**config.mk**
```make
export PLATFORM = sky130hd
export DESIGN_NAME = flash_pin_if
export DESIGN_NICKNAME = d
export VERILOG_FILES = /design/src/pkg/flash_pin_pkg.sv /design/src/hw/flash_pin_if.sv
export SDC_FILE = /design/constraint.sdc
export NUM_CORES = 1
export LEC_CHECK = 0
export BUFFER_PORTS_ARGS = -buffer_cell sky130_fd_sc_hd__buf_2
export CAP_MARGIN = 20
export CORE_MARGIN = 2
export CORE_UTILIZATION = 55
export CTS_BUF_LIST = sky130_fd_sc_hd__clkbuf_16
export CTS_CLUSTER_SIZE = 25
export DETAILED_ROUTE_END_ITERATION = 7
export GPL_TIMING_DRIVEN = 0
export PLACE_DENSITY = 0.74
export RECOVER_POWER = 100
export SLEW_MARGIN = 10
export SYNTH_ARGS = -nofsm -noshare
export SYNTH_HDL_FRONTEND = slang
export SYNTH_SLANG_ARGS = --single-unit
```
**constraint.sdc**
```tcl
create_clock -name clk -period 6.9 [get_ports clk]
set_input_delay 1.38 -clock clk [delete_from_list [all_inputs] [get_ports clk]]
set_output_delay 1.38 -clock clk [all_outputs]
set_load 0.05 [all_outputs]
```
**src/pkg/flash_pin_pkg.sv**
```systemverilog
// Purpose: Shared constants and types for the serial flash pin front end.
// Assumes: One 50 MHz system clock; pins arrive asynchronously.
// Notes:   Opcode class and sector split are local conventions.
`default_nettype none
package flash_pin_pkg;
    localparam int CLK_MHZ      = 50;
    localparam int SYNC_STAGES  = 2;
    localparam int BYTE_W       = 8;
    localparam int ADDR_BYTES   = 3;
    localparam int FIFO_DEPTH   = 8;
    localparam int NUM_PAGES    = 4096;
    localparam int NUM_BUFS     = 2;
    localparam int PAGE_STD     = 528;
    localparam int PAGE_BIN     = 512;
    localparam int PAGE_W       = 12;
    localparam int BADDR_W      = 10;
    localparam int NUM_SECT     = 16;
    // Security area: 64 bytes factory identifier plus 64 bytes user space.
    localparam int OTP_BYTES    = 128;
    localparam int OTP_FACTORY  = 64;
    localparam logic [3:0] PE_OP_HI = 4'h8;
    localparam logic [NUM_SECT-1:0] SPR_RESET = 16'h0000;

    typedef enum logic [1:0] {
        ST_IDLE = 2'b00,
        ST_OPC  = 2'b01,
        ST_ADDR = 2'b11,
        ST_DATA = 2'b10
    } frame_st_t;

    typedef struct packed {
        logic [7:0]         opcode;
        logic [PAGE_W-1:0]  page;
        logic [BADDR_W-1:0] byte_addr;
        logic               prog_erase;
    } cmd_t;

    typedef struct packed {
        logic cs_n;
        logic sck;
        logic si;
        logic wp_n;
        logic rst_n;
    } pins_t;
endpackage : flash_pin_pkg
`default_nettype wire

```
**src/hw/flash_pin_if.sv**
```systemverilog
// Purpose: Pin-level serial front end of a paged serial flash.
// Assumes: Host drives sck well below clk/4; pins are synchronised here.
// Notes:   Array, buffers and opcode execution live outside this block.
`default_nettype none

// ----------------------------------------------------------------
// Receive FIFO
// ----------------------------------------------------------------
module rx_fifo #(
    parameter int WIDTH = 8,
    parameter int DEPTH = 8
) (
    input  wire logic             clk,
    input  wire logic             resetn,
    input  wire logic             ce,
    input  wire logic             in_valid,
    output logic                  in_ready,
    input  wire logic [WIDTH-1:0] in_data,
    output logic                  out_valid,
    input  wire logic             out_ready,
    output logic      [WIDTH-1:0] out_data
);
    localparam int AW = $clog2(DEPTH);
    logic [WIDTH-1:0] mem [DEPTH];
    logic [AW:0]      wr_r;
    logic [AW:0]      rd_r;
    logic             full;
    logic             empty;

    assign empty     = (wr_r == rd_r);
    assign full      = (wr_r[AW] != rd_r[AW]) && (wr_r[AW-1:0] == rd_r[AW-1:0]);
    assign in_ready  = !full;
    assign out_valid = !empty;
    assign out_data  = mem[rd_r[AW-1:0]];

    always_ff @(posedge clk) begin
        if (ce && in_valid && !full) begin
            mem[wr_r[AW-1:0]] <= in_data;
        end
    end

    always_ff @(posedge clk or negedge resetn) begin
        if (!resetn) begin
            wr_r <= '0;
            rd_r <= '0;
        end else if (ce) begin
            if (in_valid && !full) begin
                wr_r <= wr_r + 1'b1;
            end
            if (out_ready && !empty) begin
                rd_r <= rd_r + 1'b1;
            end
        end
    end
endmodule : rx_fifo

module flash_pin_if #(
    parameter int NSECT = flash_pin_pkg::NUM_SECT
) (
    // System
    input  wire logic                        clk,
    input  wire logic                        resetn,
    input  wire logic                        ce,
    // Serial pins
    input  wire logic                        cs_n,
    input  wire logic                        sck,
    input  wire logic                        si,
    output logic                             so,
    output logic                             so_oe_n,
    input  wire logic                        wp_n,
    input  wire logic                        reset_pin_n,
    // Configuration and protection
    input  wire logic                        page512_strap,
    input  wire logic                        sw_prot_en,
    input  wire logic                        spr_wr,
    input  wire logic [NSECT-1:0]            spr_wr_data,
    output logic                             spr_refused,
    output logic      [NSECT-1:0]            sect_prot,
    output logic      [NSECT-1:0]            sect_locked,
    output logic                             page_512,
    // Array side status
    input  wire logic                        array_busy,
    output logic                             selected,
    output logic                             standby,
    output logic                             abort,
    // Decoded command
    output flash_pin_pkg::cmd_t              cmd,
    output logic                             cmd_valid,
    output logic                             cmd_refused,
    // Received data stream
    output logic      [flash_pin_pkg::BYTE_W-1:0] rx_data,
    output logic                             rx_valid,
    input  wire logic                        rx_ready,
    output logic                             rx_room,
    output logic                             rx_overrun,
    // Transmit data
    input  wire logic [flash_pin_pkg::BYTE_W-1:0] tx_data,
    output logic                             tx_take
);
    // ----------------------------------------------------------------
    // Pin synchronisers and edge detection
    // ----------------------------------------------------------------
    flash_pin_pkg::pins_t p1_r, p2_r, p3_r;
    flash_pin_pkg::frame_st_t st_r;
    logic       sel, sck_rise, sck_fall, wp_on, push_w, byte_done;
    logic [2:0] bit_cnt_r, tx_cnt_r;
    logic [1:0] idx_r;
    logic [7:0] sh_r, tx_sh_r, byte_w;
    logic [15:0] addr_r;
    logic [23:0] full_addr;
    logic       refused_r, so_r, strap_done_r;
    logic [NSECT-1:0] spr_r;

    always_ff @(posedge clk or negedge resetn) begin
        if (!resetn) begin
            p1_r <= '1;
            p2_r <= '1;
            p3_r <= '1;
        end else if (ce) begin
            p1_r <= '{cs_n, sck, si, wp_n, reset_pin_n};
            p2_r <= p1_r;
            p3_r <= p2_r;
        end
    end

    assign sel      = !p2_r.cs_n && p2_r.rst_n;
    assign sck_rise = sel && p2_r.sck && !p3_r.sck;
    // In mode 3 the clock idles high, so a fall before the first rise is skipped.
    assign sck_fall = sel && !p2_r.sck && p3_r.sck && (st_r == flash_pin_pkg::ST_DATA);
    assign wp_on    = !p2_r.wp_n;
    assign byte_w   = {sh_r[6:0], p2_r.si};
    assign byte_done = sck_rise && (bit_cnt_r == 3'd7);
    assign full_addr = {addr_r, byte_w};
    assign push_w   = byte_done && (st_r == flash_pin_pkg::ST_DATA) && !refused_r
                      && cmd.prog_erase;

    // ----------------------------------------------------------------
    // Frame sequencing
    // ----------------------------------------------------------------
    always_ff @(posedge clk or negedge resetn) begin
        if (!resetn) begin
            st_r      <= flash_pin_pkg::ST_IDLE;
            bit_cnt_r <= 3'd0;
            idx_r     <= 2'd0;
        end else if (ce) begin
            if (!sel) begin
                st_r      <= flash_pin_pkg::ST_IDLE;
                bit_cnt_r <= 3'd0;
                idx_r     <= 2'd0;
            end else begin
                if (sck_rise) begin
                    bit_cnt_r <= bit_cnt_r + 3'd1;
                end
                unique case (st_r)
                    flash_pin_pkg::ST_IDLE: st_r <= flash_pin_pkg::ST_OPC;
                    flash_pin_pkg::ST_OPC: begin
                        if (byte_done) begin
                            st_r <= flash_pin_pkg::ST_ADDR;
                        end
                    end
                    flash_pin_pkg::ST_ADDR: begin
                        if (byte_done) begin
                            idx_r <= idx_r + 2'd1;
                            if (idx_r == 2'(flash_pin_pkg::ADDR_BYTES - 1)) begin
                                st_r <= flash_pin_pkg::ST_DATA;
                            end
                        end
                    end
                    flash_pin_pkg::ST_DATA: st_r <= flash_pin_pkg::ST_DATA;
                endcase
            end
        end
    end

    always_ff @(posedge clk or negedge resetn) begin
        if (!resetn) begin
            sh_r   <= 8'h00;
            addr_r <= 16'h0000;
        end else if (ce && sck_rise) begin
            sh_r <= byte_w;
            if (byte_done && st_r == flash_pin_pkg::ST_ADDR) begin
                addr_r <= {addr_r[7:0], byte_w};
            end
        end
    end

    // ----------------------------------------------------------------
    // Command decode and protection
    // ----------------------------------------------------------------
    localparam int PAGE_W_L = flash_pin_pkg::PAGE_W;
    logic [PAGE_W_L-1:0] page_w;
    logic pe_w, lock_hit_w;

    // Binary pages drop one byte-address bit. Array is 4096 pages.
    assign page_w = page_512 ? full_addr[20:9] : full_addr[21:10];
    assign pe_w   = (cmd.opcode[7:4] == flash_pin_pkg::PE_OP_HI);
    assign lock_hit_w = sect_locked[page_w[PAGE_W_L-1 -: $clog2(NSECT)]];

    always_ff @(posedge clk or negedge resetn) begin
        if (!resetn) begin
            cmd         <= '0;
            cmd_valid   <= 1'b0;
            cmd_refused <= 1'b0;
            refused_r   <= 1'b0;
        end else if (ce) begin
            cmd_valid   <= 1'b0;
            cmd_refused <= 1'b0;
            if (!sel) begin
                refused_r <= 1'b0;
            end else if (byte_done && st_r == flash_pin_pkg::ST_OPC) begin
                cmd.opcode <= byte_w;
            end else if (byte_done && st_r == flash_pin_pkg::ST_ADDR
                         && idx_r == 2'(flash_pin_pkg::ADDR_BYTES - 1)) begin
                cmd.page       <= page_w;
                cmd.byte_addr  <= page_512 ? {1'b0, full_addr[8:0]} : full_addr[9:0];
                cmd.prog_erase <= pe_w;
                // Ignored until deselect; the array keeps running undisturbed.
                if (pe_w && (wp_on || lock_hit_w)) begin
                    refused_r   <= 1'b1;
                    cmd_refused <= 1'b1;
                end else begin
                    cmd_valid <= 1'b1;
                end
            end
        end
    end

    always_ff @(posedge clk or negedge resetn) begin
        if (!resetn) begin
            spr_r       <= flash_pin_pkg::SPR_RESET;
            spr_refused <= 1'b0;
            sect_locked <= '0;
        end else if (ce) begin
            spr_refused <= spr_wr && wp_on;
            if (spr_wr && !wp_on) begin
                spr_r <= spr_wr_data;
            end
            sect_locked <= spr_r & {NSECT{wp_on || sw_prot_en}};
        end
    end
    assign sect_prot = spr_r;

    // Strap is caught once after reset release, never by the reset itself.
    always_ff @(posedge clk or negedge resetn) begin
        if (!resetn) begin
            strap_done_r <= 1'b0;
            page_512     <= 1'b0;
        end else if (ce && !strap_done_r) begin
            strap_done_r <= 1'b1;
            page_512     <= page512_strap;
        end
    end

    // ----------------------------------------------------------------
    // Serial output and status
    // ----------------------------------------------------------------
    always_ff @(posedge clk or negedge resetn) begin
        if (!resetn) begin
            so_r     <= 1'b0;
            tx_sh_r  <= 8'h00;
            tx_cnt_r <= 3'd0;
            tx_take  <= 1'b0;
        end else if (ce) begin
            tx_take <= 1'b0;
            if (!sel) begin
                tx_cnt_r <= 3'd0;
            end else if (sck_fall) begin
                tx_cnt_r <= tx_cnt_r + 3'd1;
                if (tx_cnt_r == 3'd0) begin
                    so_r    <= tx_data[7];
                    tx_sh_r <= {tx_data[6:0], 1'b0};
                    tx_take <= 1'b1;
                end else begin
                    so_r    <= tx_sh_r[7];
                    tx_sh_r <= {tx_sh_r[6:0], 1'b0};
                end
            end
        end
    end
    assign so = so_r;

    always_ff @(posedge clk or negedge resetn) begin
        if (!resetn) begin
            so_oe_n    <= 1'b1;
            selected   <= 1'b0;
            standby    <= 1'b0;
            abort      <= 1'b0;
            rx_overrun <= 1'b0;
        end else if (ce) begin
            so_oe_n    <= !sel;
            selected   <= sel;
            standby    <= !sel && !array_busy;
            abort      <= !p2_r.rst_n;
            rx_overrun <= push_w && !rx_room;
        end
    end

    rx_fifo #(
        .WIDTH (flash_pin_pkg::BYTE_W),
        .DEPTH (flash_pin_pkg::FIFO_DEPTH)
    ) u_fifo (
        .clk       (clk),
        .resetn    (resetn),
        .ce        (ce),
        .in_valid  (push_w),
        .in_ready  (rx_room),
        .in_data   (byte_w),
        .out_valid (rx_valid),
        .out_ready (rx_ready),
        .out_data  (rx_data)
    );
endmodule : flash_pin_if
`default_nettype wire

```
# Word-level counts from Yosys, hierarchy flattened
# Memory sizes are Yosys's and may differ from the RTL's.
# Cells that the tools add are included.
# word_totals
reg_bits,134
ram_bits,64
in_bits,37
wordCells,154
mem_count,1
# mem_list
name,words,width,rd,rd_clocked_by_memory_dff,wr,line_no,rtl
u_fifo.mem,8,8,1,0,1,flash_pin_if.sv:24,logic [WIDTH-1:0] mem [DEPTH];
# op_classes
addsub,5
n_lt_le_gt_ge,1
n_eq_ne,19
n_mux,35
n_bitwise,2
n_reduce_logical,52
# op_table
cell,count
logical AND 1 bit,25
2-to-1 mux 1 bit,19
bitwise AND 16 bit,1
2-to-1 mux 2 bit,7
2-to-1 mux 12 bit,1
2-to-1 mux 3 bit,4
inequality test 2 x 1 -> 1 bit (second input constant),6
AND reduction 2 bit,6
AND reduction 4 bit,3
zero test 1 bit,11
2-to-1 mux 10 bit,1
inequality test 3 bit (second input constant),3
AND reduction 3 bit,3
adder 4 x 1 -> 4 bit (second input constant),2
2-to-1 mux 8 bit,1
one-hot mux 2 bit (4 select lines),1
adder 3 x 1 -> 3 bit (second input constant),2
== test 2 bit (second input constant),3
< comparator 4 x 5 -> 1 bit (second input constant),1
binary-select mux 1 bit (select 4 bit),1
== test 4 bit,1
== test 4 bit (second input constant),1
== test 3 bit,1
== test 3 bit (second input constant),1
other kinds (8),9

# Logic depth before layout (Yosys ltp)
# Gate-level depths: netlist of run 1.
# logic_depth
ltp_word,12
ltp_mapped,8
mapped_depth_nobuf,7

# Cells and area by module
# Synthesis of run 1 repeated with hierarchy kept, for this count alone.
# hier_totals
cells_unflattened,595
area_unflattened_um2,8298.0
# modules_own_cells
module,instances,cells_each,area_per_inst_um2,seq_area_each_um2
flash_pin_if,1,446,5307.6,3143.0
rx_fifo,1,149,2990.4,2122.0

# Least setup slack after synthesis of run 1
# OpenSTA, ideal clock, no wires.
# synth_path
kind,register to output
startpoint,register u_fifo.rd_r[0]
endpoint,output rx_data[0] (netlist name)
t_arrival_ps,1827
required_ps,5520
slack_ps,3693
stages_incl_launch_ff,5
n_path_buf,2
path_cell_list,dfrtp_1 -> buf_2 -> buf_2 -> mux4_2 -> mux2_2
# synth_via
elab_chain_len,1
# synth_rtl
item,line_no,rtl
from (decl),flash_pin_if.sv:26,logic [AW:0] rd_r;
from (signal assigned),flash_pin_if.sv:51,rd_r <= rd_r + 1'b1;
memory (8 x 8 bit),-,
to (decl),flash_pin_if.sv:91,"output logic [flash_pin_pkg::BYTE_W-1:0] rx_data,"
# Every way passes these cells.

==> results.md, run 1 <==
- Status: complete, but fails checks
- Failing checks: max-capacitance violations, max-slew violations
- Final net count: 745
- Predominant post-synthesis flop cell: dfrtp_1
- RSZ-0062 raised after global routing: false
- Total die area: approximately 0.016 mm²
- WP buf/inv: 1
- Most common cell after layout, fill and taps aside: dfrtp_1
- Worst vdd ir: 0.2092 mV
- Hold Startpoint: cmd[22]$_DFFE_PN0P_
- Clock Sinks: 197
- Crit share post-route: 0.6608
- Yosys warnings: 0
- Syn nets: 603
- Metal3 WL: 789 µm
- Final setup vio count: 0
- # rows: 44
- DR vias: 5069
- Number of port buffers: 120
- Reg2reg path depth: 7
- Finished layout cell area: roughly 0.0095 mm²
- Vias per cell: 5.645
- Area growth, synth to finish: 16.93%
- ANT cells: 0
- Aggregate global-route resource usage: 0.2310
- CP cell instances: clkbuf_1
- Worst R2R End: u_fifo.mem[0][1]$_DFFE_PP_
- Crit path kind: input pin to asynchronous set/reset pin
- CP max stage delay: 2.74 ns
- Routability congestion estimate from global placement: 0.8193
- Die width: between 100 and 150 µm
- Initial DRC count: 414
- Distinct cell type count after synthesis: 49
- Post-DP Area: about 0.009 mm²
- Mean Syn Cell Area: 14.61 µm²
- First-pass GRT wire length: between 20000 and 30000 µm
- PwrDens: between 200 and 300 mW/mm²
- Reg-to-reg slack, setup: 3.94 ns
- Crit path max fanout: 74
- Worst Hold Path Cells: 2
- Pin count of the biggest net entering global routing: 75
- DR top layer: met4
- Most frequent cells in the layout: 121 x dfrtp_1, 115 x clkbuf_1, 73 x mux2_2
- Slew headroom: -1.645
- Min cycle time layout: 4.560 ns
- #FFs+latches synth: 197
- Worst Tran Pin Value: 3.967 ns
- DR WL/cell: 19.33 µm
- Die Span Y: 125.9 µm
- Post-cts sizing count: 0
- Root Driver: clkbuf_16
- Placed cells: 866
- Fmax: 219.3 MHz
- WL met2: 8692 µm
- Io pins: roughly 120
- Pwr Total: 0.002839 W
- CTS tree: done
- Congestion Overflow GR: 0
- Initial Util: 0.5619
- Antenna violations before repair: 0
- Max-cap violation count: 1
- Lkg Pwr: between 3 and 4 nW
- CP endpoint kind: asynchronous set/reset pin
- Post-detailed-route DRC marker count: 0
- Vias in the first global route: between 5000 and 6000
- Worst-skew pair later-pin latency: between 0.4 and 0.5 ns
- Hold path endpoint: cmd[22]$_DFFE_PN0P_
- First drt pass iteration count: 4
- Max Buffers Root-to-Sink: 2
- CP Data Required Time: approximately 6.5 ns
- EDFF count, synth: 64
- Post-CTS Setup Repair Bufs: 0
- Pins Over Slew Limit: 74
- Post-Route M1 WL: 7563 µm
- Fraction of layout cells with a size suffix above 1: 0.2423
- Fin. Hold Viols: 0
- Worst R2R Start: u_fifo.rd_r[1]$_DFFE_PN0P_
- Setup TNS: 0 ns
- Htree depth: 4
- CTS Buf Count: 17
- Post-route ant nets: 0
- Worst setup SP type: input pin
- Hold crit path type: register to register
- Layout Skew: 0.01080 ns
- Post-CTS Hold Buffers: 0
- Core area: 0.01453 mm²
- Post-synthesis sequential area ratio: 0.6447
- Routed wire length: 17360 µm
- Async set-reset flop share out of synthesis: 0.6751
- DP HPWL: 11950 µm
- Syn Std Cell Area: 0.008167 mm²
- Cell count after synthesis: about 560
- FILL cells: 1102
- Critical path's top delay family: buffers and inverters
- Slowest-stage cell, CP: clkbuf_1
- Worst endpoint data arrival time: around 4.2 ns
- Reg clk slew, reported paths: 0.07 ns
- Final cell count without fillers: about 900
## where the power goes
group	internal (W)	switching, W
clock	0.000598	0.000428
combinational	0.000108	0.000290
sequential	0.00131	0.000106
## layout make-up
class                   count  area [µm²]  area share
clock inverters            12       123.9     0.01297
inverters                  11       41.29    0.004324
well taps                 184       230.2     0.02411
flip-flops and latches    197        5265      0.5514
repair buffers            123       529.3     0.05542
multi-input cells         318        2725      0.2854
plain buffers              33       133.9     0.01402
clock buffers              20       500.5     0.05241
## stage by stage
step	util	setup WS (ns)	hold slack (ns)
4_1_cts	0.6650	2.762	0.4825
2_1_floorplan	-	3.694	0.4450
3_3_place_gp	0.6191	2.806	0.4666
6_report	0.6570	2.340	0.4819
3_5_place_dp	0.6221	3.248	0.4709
5_1_grt	0.6570	1.464	0.5054
## kinds of logic after synthesis
kind of cell / share of synthesized area
and+or+nand+nor: 0.06374
muxes: 0.1817
DFF: 0.6447
AOI/OAI and AO/OA: 0.06573
xor gates and xnor gates: 0.01180
adders and majority gates: 0.01072
buffers and inverters: 0.02160
## routing by layer
layer,global-route usage,vias up
met4,0.08597,0
met1,0.3018,2563
met3,0.05013,24
met5,0,-
li1,-,2347
met2,0.3851,135
## synth_stat cells, drive strengths merged, types with 11 or more instances
| master | instances | area [µm²] |
|---|---|---|
| a21oi | 13 | 65.06 |
| a22o | 18 | 157.7 |
| buf | 11 | 52.55 |
| clkbuf | 22 | 82.58 |
| dfrtp | 121 | 3028 |
| dfstp | 12 | 315.3 |
| edfxtp | 64 | 1922 |
| inv | 11 | 41.29 |
| mux2 | 73 | 822.0 |
| mux2i | 23 | 230.2 |
| mux4 | 19 | 431.7 |
| nand2 | 38 | 142.6 |
| nor2 | 21 | 78.83 |
| o21ai | 28 | 140.1 |
## flip-flops by register name, summed over array words and instances (netlist names), 5 cells and up
| name | count |
|---|---|
| p1_r | 5 |
| u_fifo.mem | 64 |
| addr_r | 14 |
| tx_sh_r | 7 |
| sect_prot | 16 |
| cmd | 31 |
| sect_locked | 16 |
| sh_r | 7 |
## how the worst max path moves through the flow
stage	startpoint	depth (start not counted)	slack (ns)	end
after floorplan	u_fifo.rd_r[0]$_DFFE_PN0P_	4	3.69	rx_data[0]
after global placement	resetn	1	2.81	u_fifo.rd_r[2]$_DFFE_PN0P_
after detailed placement	u_fifo.rd_r[1]$_DFFE_PN0P_	5	3.25	rx_data[0]
after CTS	u_fifo.rd_r[1]$_DFFE_PN0P_	5	2.76	rx_data[0]
after global routing	resetn	1	1.46	standby$_DFFE_PN0P_
final	resetn	1	2.34	standby$_DFFE_PN0P_
## worst reg2reg max path, stage by stage, from the launching register on
cell and delay (ns):
dfrtp_1 0.36, clkbuf_1 0.48, xnor2_1 0.19, nand4_1 0.16, nor2b_1 0.42, nand2b_1 0.20
nor3_1 0.42, clkbuf_1 0.37
Note: power is estimated with default switching activity, not from simulation.
==> run 2, diff against run 1 <==
==> constraint.sdc (replaced) <==
create_clock -name clk -period 4.5 [get_ports clk]
set_input_delay 0.9 -clock clk [delete_from_list [all_inputs] [get_ports clk]]
set_output_delay 0.9 -clock clk [all_outputs]
set_load 0.05 [all_outputs]
==> run 2 against run 1 <==
Effect of this change:
- the run still ends with max-capacitance violations, max-slew violations left
- core utilization shrank 0.15 points
- sequential cell count is the same
- worst hold slack is essentially flat
- highest routed layer unchanged
==> results.md, run 2 (synthesis results as in run 1) <==
- Status: complete, but fails checks
- Failing checks: max-capacitance violations, max-slew violations
- Fraction of layout cells with a size suffix above 1: 0.2437
- Footprint of the multi-input gates: 0.002725 mm²
- Crit path kind: register to output pin
- Vias in the first global route: 5413
- ANT cells: 0
- Setup TNS: 0 ns
- Antenna violations before repair: 0
- Largest register FFs: 64
- CP endpoint kind: output pin
- Routed wire length: 17380 µm
- Die Span Y: ~130 µm
- Worst hold slack: 0.4820 ns
- Pwr Total: between 0.004 and 0.005 W
- Area growth, synth to finish: 16.67%
- First drt pass iteration count: 4
- Post-route ant nets: 0
- Worst-skew pair later-pin latency: 0.43 ns
- Number of port buffers: 120
- Worst Hold Path Cells: 2
- Place WS: 1.328 ns
- CTS Buf Count: 17
- Final setup vio count: 0
- DR vias: between 5000 and 6000
- Hold Startpoint: cmd[22]$_DFFE_PN0P_
- Io pins: 121
- Pins Over Slew Limit: 75
- Hold path endpoint: cmd[22]$_DFFE_PN0P_
- RSZ-0062 raised after global routing: false
- Most common cell after layout, fill and taps aside: dfrtp_1
- Die width: 125.9 µm
- Layout Skew: approximately 0.011 ns
- Worst endpoint data arrival time: 2.85 ns
- Crit share post-route: 0.8323
- Core area: 0.01453 mm²
- Met3 usage: 0.05013
- M1 GR Usage: 0.3018
- Reg2reg path depth: 7
- Reg clk slew, reported paths: 0.07 ns
- Aggregate global-route resource usage: 0.2310
- Post-cts sizing count: 0
- CP startpoint: u_fifo.rd_r[1]$_DFFE_PN0P_
- Fin. Hold Viols: 0
- Worst vdd ir: roughly 0.32 mV
- Most frequent cells in the layout: 121 x dfrtp_1, 115 x clkbuf_1, 73 x mux2_2
- Htree depth: 4
- Met2 Track Usage GR: 0.3851
- Initial DRC count: 429
- Congestion Overflow GR: 0
- Final cell count without fillers: 898
- Fmax: 267.0 MHz
- Worst setup SP type: register
- Reg-to-reg slack, setup: 1.55 ns
- Max-cap violation count: 1
- CTS tree: done
- Crit path max fanout: 10
- Post-CTS Hold Buffers: 0
- Slew headroom: -0.1900
- Hold crit path type: register to register
- First-pass GRT wire length: 28260 µm
- Total die area: 0.01584 mm²
- Root Driver: clkbuf_16
- Final net count: 745
- Worst Tran Pin Value: ~1.8 ns
- Final worst setup slack: 0.7546 ns
- PwrDens: between 400 and 500 mW/mm²
- Routability congestion estimate from global placement: about 0.82
- Register area: 0.005265 mm²
- GRT Max-Usage Layer: met2
- Pin count of the biggest net entering global routing: 75
- Worst R2R End: u_fifo.mem[0][7]$_DFFE_PP_
- Initial Util: 0.5619
- DP HPWL: 11950 µm
- CP Data Required Time: 3.60 ns
- Placed cells: around 870
- FILL cells: 1104
- Lkg Pwr: 3.987 nW
- Post-CTS Setup Repair Bufs: 0
- DR WL/cell: 19.35 µm
- Worst R2R Start: u_fifo.rd_r[1]$_DFFE_PN0P_
- Max Buffers Root-to-Sink: 2
- Post-detailed-route DRC marker count: 0
- Clock Sinks: 197
- # rows: 44
- Min cycle time layout: 3.745 ns
- Vias per cell: 5.651
==> run 2: cell count changes in the layout (fill, tap and decap cells not counted) <==
cell | before | now
clkbuf_2 | 0 | 2
buf_1 | 2 | 1
buf_16 | 1 | 0
==> run 2: how the worst max path moves through the flow <==
stage,endpoint,slack [ns]
2_1_floorplan,u_fifo.mem[0][0]$_DFFE_PP_,1.73
4_1_cts,rx_data[0],0.84
6_report,rx_data[0],0.75
5_1_grt,rx_data[0],0.67
3_3_place_gp,u_fifo.rd_r[2]$_DFFE_PN0P_,0.89
3_5_place_dp,rx_data[0],1.33
==> run 2: critical path, cell delays in order, from the launching register on <==
cell and delay, ns:
dfrtp_1 0.36, clkbuf_1 0.48, clkbuf_1 0.56, mux4_2 0.42
mux2_2 0.29, clkbuf_1 0.30
==> run 2: power by group <==
group / total [W] / internal, W / switching, W / leakage (nW)
registers: 0.00217 / 0.00201 / 0.000162 / 2.31
clock network: 0.00157 / 0.000917 / 0.000658 / 0.317
logic: 0.000608 / 0.000163 / 0.000445 / 1.36
==> run 2: area by class of cell <==
class                   instances  share of cell area
flip-flops and latches        197              0.5526
multi-input cells             318              0.2860
repair buffers                123             0.05332
clock buffers                  20             0.05253
well taps                     184             0.02416
plain buffers                  33             0.01405
clock inverters                12             0.01300
inverters                      11            0.004334
==> run 2: metal layers <==
metal | vias to the layer above | share of wire
met4 | 0 | 0.018
met5 | - | 0
met3 | 24 | 0.046
li1 | 2342 | -
met1 | 2573 | 0.44
met2 | 136 | 0.50
==> run 2: through the flow <==
| step | utilization | area (µm²) |
|---|---|---|
| floorplan | - | 8167 |
| global placement | 0.6191 | 8997 |
| detailed placement | 0.6221 | 9041 |
| CTS | 0.6650 | 9666 |
| global route | 0.6556 | 9528 |
| finish | 0.6556 | 9528 |
